<file path="config.mk">
export PLATFORM = sky130hd
export DESIGN_NAME = tdm_mux
export DESIGN_NICKNAME = d
export VERILOG_FILES = /design/src/logic/tdm_pkg.sv /design/src/logic/tdm_mux.sv
export SDC_FILE = /design/constraint.sdc
export NUM_CORES = 1
export LEC_CHECK = 0
export ABC_AREA = 1
export BUFFER_PORTS_ARGS = -buffer_cell sky130_fd_sc_hd__buf_2
export CORE_MARGIN = 1.5
export CORE_UTILIZATION = 40
export CTS_CLUSTER_SIZE = 16
export DETAILED_ROUTE_END_ITERATION = 8
export GPL_TIMING_DRIVEN = 0
export PLACE_DENSITY_LB_ADDON = 0.3
export RECOVER_POWER = 50
export SYNTH_ARGS = -nofsm -noshare
export SYNTH_HDL_FRONTEND = slang
export SYNTH_SLANG_ARGS = --single-unit
export TNS_END_PERCENT = 100
</file>
<file path="constraint.sdc">
create_clock -name clk_i -period 2.17 [get_ports clk_i]
set_clock_uncertainty 0.2 [all_clocks]
set_input_delay 0.434 -clock clk_i [delete_from_list [all_inputs] [get_ports clk_i]]
set_output_delay 0.434 -clock clk_i [all_outputs]
set_load 0.03 [all_outputs]
</file>
<file path="src/logic/tdm_pkg.sv">
// constants shared by the timeslot drop and insert multiplexer
package tdm_pkg;
	localparam int unsigned TDM_SLOT_W = 5;
	localparam logic [4:0] TDM_E1_LAST = 5'h1f;
	localparam logic [4:0] TDM_T1_LAST = 5'h17;
	localparam logic [4:0] TDM_E1_FIRST_SEL = 5'h01;
	localparam logic [4:0] TDM_T1_NUM_OFS = 5'h01;
	localparam logic [4:0] TDM_T1E1_LAST_SEL = 5'h19;
	localparam logic [4:0] TDM_SLOT_ZERO = 5'h00;
	localparam logic [7:0] TDM_IDLE_E1 = 8'h55;
	localparam logic [7:0] TDM_IDLE_T1 = 8'h7f;
	localparam logic [7:0] TDM_BYTE_ZERO = 8'h00;
endpackage

</file>
<file path="src/logic/tdm_mux.sv">
// timeslot drop and insert multiplexer for t1 and e1 bearers
`timescale 1ns/1ns
module tdm_mux
	import tdm_pkg::*;
(
	input wire logic clk_i,
	input wire logic rstn_i,
	input wire logic e1_mode_i,
	input wire logic t1_in_e1_i,
	input wire logic idle_fill_i,
	input wire logic twin_mode_i,
	input wire logic [31:0] drop_sel_i,
	input wire logic [31:0] ins_sel_i,
	input wire logic [7:0] send_data_port_i,
	input wire logic send_valid_i,
	input wire logic send_fsync_i,
	output logic [7:0] dropped_data_out_port_o,
	output logic dropped_valid_o,
	output logic dropped_fsync_o,
	output logic [7:0] agg_tx_data_o,
	output logic agg_tx_valid_o,
	input wire logic [7:0] insert_data_in_port_i,
	input wire logic insert_valid_i,
	input wire logic insert_fsync_i,
	input wire logic [7:0] agg_rx_data_i,
	output logic agg_rx_take_o,
	output logic [7:0] receive_data_o,
	output logic receive_valid_o,
	output logic receive_fsync_o
);

	// ****************************************************************
	// slot helpers
	// ****************************************************************
	function automatic logic [4:0] slot_cur(input logic fsync, input logic [4:0] cnt);
		slot_cur = fsync ? TDM_SLOT_ZERO : cnt;
	endfunction

	function automatic logic [4:0] slot_next(input logic [4:0] cur, input logic e1);
		logic [4:0] last;
		last = e1 ? TDM_E1_LAST : TDM_T1_LAST;
		slot_next = (cur == last) ? TDM_SLOT_ZERO : 5'(cur + 5'h01);
	endfunction

	// byte index within the frame to slot number, then check against the mask unless a t1 is carried in e1
	function automatic logic slot_sel(input logic [31:0] mask, input logic [4:0] idx,
		input logic e1, input logic t1e1);
		logic [4:0] num;
		logic ok;
		num = e1 ? idx : 5'(idx + TDM_T1_NUM_OFS);
		ok = e1 ? (num >= TDM_E1_FIRST_SEL) : (idx <= TDM_T1_LAST);
		if (e1 && t1e1) begin
			// a carried t1 takes slots 1 to 25 whole, timeslot 16 among them
			slot_sel = (num >= TDM_E1_FIRST_SEL) && (num <= TDM_T1E1_LAST_SEL);
		end else begin
			slot_sel = ok && mask[num];
		end
	endfunction

	// ****************************************************************
	// drop side
	// ****************************************************************
	logic [4:0] drop_cnt_q, drop_cnt_d, drop_idx;
	logic drop_hit;
	logic [7:0] ddo_q, ddo_d, agg_q, agg_d;
	logic ddo_v_q, ddo_v_d, ddo_f_q, ddo_f_d, agg_v_q, agg_v_d;

	assign drop_idx = slot_cur(send_fsync_i, drop_cnt_q);
	assign drop_hit = send_valid_i && slot_sel(drop_sel_i, drop_idx, e1_mode_i, t1_in_e1_i);

	always_comb begin
		drop_cnt_d = drop_cnt_q;
		ddo_d = ddo_q;
		ddo_v_d = send_valid_i;
		ddo_f_d = send_valid_i && send_fsync_i;
		agg_d = agg_q;
		agg_v_d = drop_hit;
		if (send_valid_i) begin
			drop_cnt_d = slot_next(drop_idx, e1_mode_i);
			ddo_d = send_data_port_i;
			if (drop_hit) begin
				agg_d = send_data_port_i;
				if (idle_fill_i) begin
					ddo_d = e1_mode_i ? TDM_IDLE_E1 : TDM_IDLE_T1;
				end
			end
		end
	end

	always_ff @(posedge clk_i or negedge rstn_i) begin
		if (!rstn_i) begin
			drop_cnt_q <= TDM_SLOT_ZERO;
			ddo_q <= TDM_BYTE_ZERO;
			ddo_v_q <= 1'b0;
			ddo_f_q <= 1'b0;
			agg_q <= TDM_BYTE_ZERO;
			agg_v_q <= 1'b0;
		end else begin
			drop_cnt_q <= drop_cnt_d;
			ddo_q <= ddo_d;
			ddo_v_q <= ddo_v_d;
			ddo_f_q <= ddo_f_d;
			agg_q <= agg_d;
			agg_v_q <= agg_v_d;
		end
	end

	assign dropped_data_out_port_o = ddo_q;
	assign dropped_valid_o = ddo_v_q;
	assign dropped_fsync_o = ddo_f_q;
	assign agg_tx_data_o = agg_q;
	assign agg_tx_valid_o = agg_v_q;

	// ****************************************************************
	// insert side
	// ****************************************************************
	// single bearer reuses the dropped bearer one cycle late; twin takes its own
	logic [7:0] ins_byte;
	logic ins_valid, ins_fsync, ins_hit;
	logic [4:0] ins_cnt_q, ins_cnt_d, ins_idx;
	logic [7:0] rd_q, rd_d;
	logic rd_v_q, rd_v_d, rd_f_q, rd_f_d, take_q, take_d;

	assign ins_byte = twin_mode_i ? insert_data_in_port_i : ddo_q;
	assign ins_valid = twin_mode_i ? insert_valid_i : ddo_v_q;
	assign ins_fsync = twin_mode_i ? insert_fsync_i : ddo_f_q;
	assign ins_idx = slot_cur(ins_fsync, ins_cnt_q);
	assign ins_hit = ins_valid && slot_sel(ins_sel_i, ins_idx, e1_mode_i, t1_in_e1_i);

	always_comb begin
		ins_cnt_d = ins_cnt_q;
		rd_d = rd_q;
		rd_v_d = ins_valid;
		rd_f_d = ins_valid && ins_fsync;
		// one aggregate byte per selected slot, taken in arrival order
		take_d = ins_hit;
		if (ins_valid) begin
			ins_cnt_d = slot_next(ins_idx, e1_mode_i);
			rd_d = ins_hit ? agg_rx_data_i : ins_byte;
		end
	end

	always_ff @(posedge clk_i or negedge rstn_i) begin
		if (!rstn_i) begin
			ins_cnt_q <= TDM_SLOT_ZERO;
			rd_q <= TDM_BYTE_ZERO;
			rd_v_q <= 1'b0;
			rd_f_q <= 1'b0;
			take_q <= 1'b0;
		end else begin
			ins_cnt_q <= ins_cnt_d;
			rd_q <= rd_d;
			rd_v_q <= rd_v_d;
			rd_f_q <= rd_f_d;
			take_q <= take_d;
		end
	end

	assign receive_data_o = rd_q;
	assign receive_valid_o = rd_v_q;
	assign receive_fsync_o = rd_f_q;
	assign agg_rx_take_o = take_q;

	// ****************************************************************
	// checks
	// ****************************************************************
	property p_drop_agg;
		@(posedge clk_i) disable iff (!rstn_i)
		drop_hit |=> agg_v_q && (agg_q == $past(send_data_port_i));
	endproperty
	a_drop_agg: assert property (p_drop_agg) else $error("dropped byte not on aggregate");

	property p_idle_e1;
		@(posedge clk_i) disable iff (!rstn_i)
		drop_hit && idle_fill_i && e1_mode_i |=> ddo_q == TDM_IDLE_E1;
	endproperty
	a_idle_e1: assert property (p_idle_e1) else $error("e1 idle code missing");

	property p_idle_t1;
		@(posedge clk_i) disable iff (!rstn_i)
		drop_hit && idle_fill_i && !e1_mode_i |=> ddo_q == TDM_IDLE_T1;
	endproperty
	a_idle_t1: assert property (p_idle_t1) else $error("t1 idle code missing");

	property p_pass;
		@(posedge clk_i) disable iff (!rstn_i)
		send_valid_i && !(drop_hit && idle_fill_i) |=> ddo_q == $past(send_data_port_i);
	endproperty
	a_pass: assert property (p_pass) else $error("bearer byte altered");

	property p_no_agg;
		@(posedge clk_i) disable iff (!rstn_i)
		!drop_hit |=> !agg_v_q;
	endproperty
	a_no_agg: assert property (p_no_agg) else $error("spurious aggregate byte");

	property p_e1_slot0;
		@(posedge clk_i) disable iff (!rstn_i)
		send_valid_i && send_fsync_i && e1_mode_i |=> !agg_v_q ##0 ddo_f_q;
	endproperty
	a_e1_slot0: assert property (p_e1_slot0) else $error("e1 slot zero dropped");

	property p_align;
		@(posedge clk_i) disable iff (!rstn_i)
		send_valid_i && send_fsync_i |=> drop_cnt_q == 5'h01;
	endproperty
	a_align: assert property (p_align) else $error("frame alignment lost");

	property p_insert;
		@(posedge clk_i) disable iff (!rstn_i)
		ins_hit |=> take_q && (rd_q == $past(agg_rx_data_i));
	endproperty
	a_insert: assert property (p_insert) else $error("aggregate byte not inserted");

	property p_ins_pass;
		@(posedge clk_i) disable iff (!rstn_i)
		ins_valid && !ins_hit |=> !take_q && (rd_q == $past(ins_byte));
	endproperty
	a_ins_pass: assert property (p_ins_pass) else $error("unselected slot altered");

	property p_single;
		@(posedge clk_i) disable iff (!rstn_i)
		!twin_mode_i && send_valid_i ##1 !twin_mode_i |=> receive_valid_o;
	endproperty
	a_single: assert property (p_single) else $error("single bearer path broken");

endmodule

</file>
==> impl_metrics.ini <==
[drt]
via_count = 3600
drc = 0
avgRoutedWirePerCell_um = 13.1
drtIter0Drc = 133
via_per_inst = 5.03
first_pass_iters = 4
ant_nets = 0
routed_wl_mm = 9.40

[layout]
final_cells = 716
final_nets = 716
syn2layout_area_growth_pct = 50.0
drive_above_1_share = 0.465
diodes = 0

[logic_synthesis]
ys_seq_area_frac = 0.326
netlist_area_um2 = 3070
yosysWarnings = 0
synthCells = 454
synth-seq-cells = 40
syn_avg_cell_area_um2 = 6.76
ys_types = 34
syn_nets = 554

[sta]
worst_slew_pin_slew_ns = 0.970
hold_ws_ns = 0.0846
rsz0062_at_grt = yes
layout_setup_ws_ns = -0.283
timing.fmax_mhz = 408
setup_violations = 26
maxSlewViolCount = 0
fin_crit_sh = 1.13
relSlewSlack = 0.353
hold_violations = 0
period_needed_ns = 2.45

[run_status]
status = finished with violations
violations = setup timing

[worst_setup_path]
path_class = reg -> reg
r2r_slack_ns = -0.28
cp_num_buf_inv = 1
path_max_fanout = 5
critical_path.startpoint = dropped_fsync_o
crit_chain = nand2_4 -> nand3_4 -> inv_4 -> ha_4 -> o21ai_4 -> nand3_2 -> nand3_2 -> nand3_2 -> nand3_4 -> nand3_4 -> nand2_4 -> nand2_2 -> nand3_2 -> nand2_1
reg2reg_from = dropped_fsync_o
cpMostUsedCell = nand3_2
crit_required_ns = 2.15
cp_top_family = simple AND/OR/NAND/NOR gates
endpoint_kind = register
startpoint_type = register
cp_slowest_stage_delay_ns = 0.42
cp.arrival_ns = 2.43
cp_slowest_cell = dfrtp_2

[placed_design]
place_congestion = 0.839
numPortBuffers = 126
hpwl_mm = 6.56
dp_slack_ns = -0.587
placed_cells = 679

[hold_path]
min_path_type = in -> async

[clocking]
cts_buffers = 5
cts_sinks = 40
clk_latency_ns = 0.29
clock-root-buffer = clkbuf_8
cts_max_path_buffers = 2
clkSlewWorstSetupHoldPaths_ns = 0.08
h-tree-depth = 2
cts_tree = yes

[floorplan]
die_h_um = 90.6
dieArea_um2 = 8210
coreArea_um2 = 7330
ioPinCount = 128
start_util = 0.419
dieWidth_um = 90.6
rows = 31

[grt]
grt_antenna_before_repair = 0
grt_pass1_wl_mm = 15.4
grt_max_degree = 41
grtUsageTotal = 0.224
grt_pass1_vias = 3579
grt_overflow = 0

[power_and_ir_drop]
irDropWorstVdd_mv = 0.407
power.total_mw = 3.12
power.leakage_nw = 2.43
powerDensity_nw_per_um2 = 677

[job]
cap_violations = 0
## timing repair
item	CTS	global route
cloned	5	0
setup endpoints to repair	26	28
gates resized for setup	45	36
buffers inserted	21	3
hold buffers	0	0
pin swaps	37	16
## Yosys cell counts, drive strengths merged
cell type,instances,share of area
nor3,1,0.0016
buf,11,0.033
nand3b,1,0.0024
nand4,4,0.010
inv,37,0.047
ha,2,0.0081
clkbuf,4,0.0049
mux2i,8,0.026
o21ai,20,0.041
dfrtp,40,0.33
a21oi,6,0.018
nand2,195,0.26
o211ai,1,0.0024
nor2,18,0.027
xor2,3,0.011
o22ai,1,0.0020
nand3,102,0.18
## layout make-up
cell class	count	area, um^2
plain buffers	15	124
repair buffers	151	843
well taps	99	124
multi-input cells	366	2250
fillers	659	2730
inverters	37	165
clock inverters	1	7.51
clock buffers	7	86.3
flip-flops and latches	40	1000
## where the power goes
group / switching, mW / internal, mW / total [mW]
Clock: 0.252 / 0.258 / 0.511
Sequential: 0.105 / 0.883 / 0.988
Combinational: 1.01 / 0.608 / 1.62
Total: 1.37 / 1.75 / 3.12
## stage by stage
step                      instance area (um^2)  setup TNS, ns   util
after floorplan                           3190          -1.64      -
after global placement                    3950         -12.48  0.538
after detailed placement                  3950         -13.04  0.538
after CTS                                 4420          -3.55  0.603
after global routing                      4610          -8.24  0.628
final                                     4610          -4.87  0.628
## sequential cells by signal (all words and copies together) (netlist names)
signal and flops:
drop_cnt_q 5, receive_data_o 8, dropped_fsync_o 1, dropped_data_out_port_o 8, dropped_valid_o 1, agg_rx_take_o 1, receive_fsync_o 1, agg_tx_data_o 8
ins_cnt_q 5, receive_valid_o 1, agg_tx_valid_o 1
## path summary, 6_finish.rpt
check	endpoint	depth (start not counted)
max in group asynchronous	ins_cnt_q[0]	1
hold reg to reg	receive_data_o[2]	2
hold / removal	receive_data_o[4]	1
setup / recovery	receive_data_o[1]	14
min in group clk_i	dropped_valid_o	1
setup reg to reg	receive_data_o[1]	14
## cell families after synthesis
logic type | synth area share
DFF | 0.326
adders and majority gates | 0.00815
buffers and inverters | 0.0843
xor gates and xnor gates | 0.0110
and+or+nand+nor | 0.480
muxes | 0.0261
AOI/OAI and AO/OA | 0.0640
## worst reg2reg max path: stages (launching register included)
cell and delay [ns]:
dfrtp_2 0.42, nand2_4 0.13, nand3_4 0.11, inv_4 0.07, ha_4 0.22, o21ai_4 0.27, nand3_2 0.12, nand3_2 0.10
nand3_2 0.10, nand3_4 0.12, nand3_4 0.14, nand2_4 0.16, nand2_2 0.07, nand3_2 0.06, nand2_1 0.05
## cells in the final DEF (no fill, tap or decap), types with 9 or more instances in the layout
cell type / synthesis / final
buf_2: 2 / 125
nand3_1: 96 / 66
nand2_2: 9 / 23
o21ai_0: 10 / 9
inv_2: 5 / 11
nor2_1: 16 / 13
nand3_2: 5 / 31
nand2_4: 4 / 13
nand2_1: 181 / 158
buf_4: 3 / 25
dfrtp_1: 40 / 38
inv_1: 30 / 22
## routing by layer
layer	GRT usage	vias up	wire length (um)
li1	-	1810	-
met1	0.271	1660	3950
met2	0.389	104	4750
met3	0.0387	26	418
met4	0.0992	0	284
met5	0	-	0
Note: power is estimated with default switching activity, not from simulation.
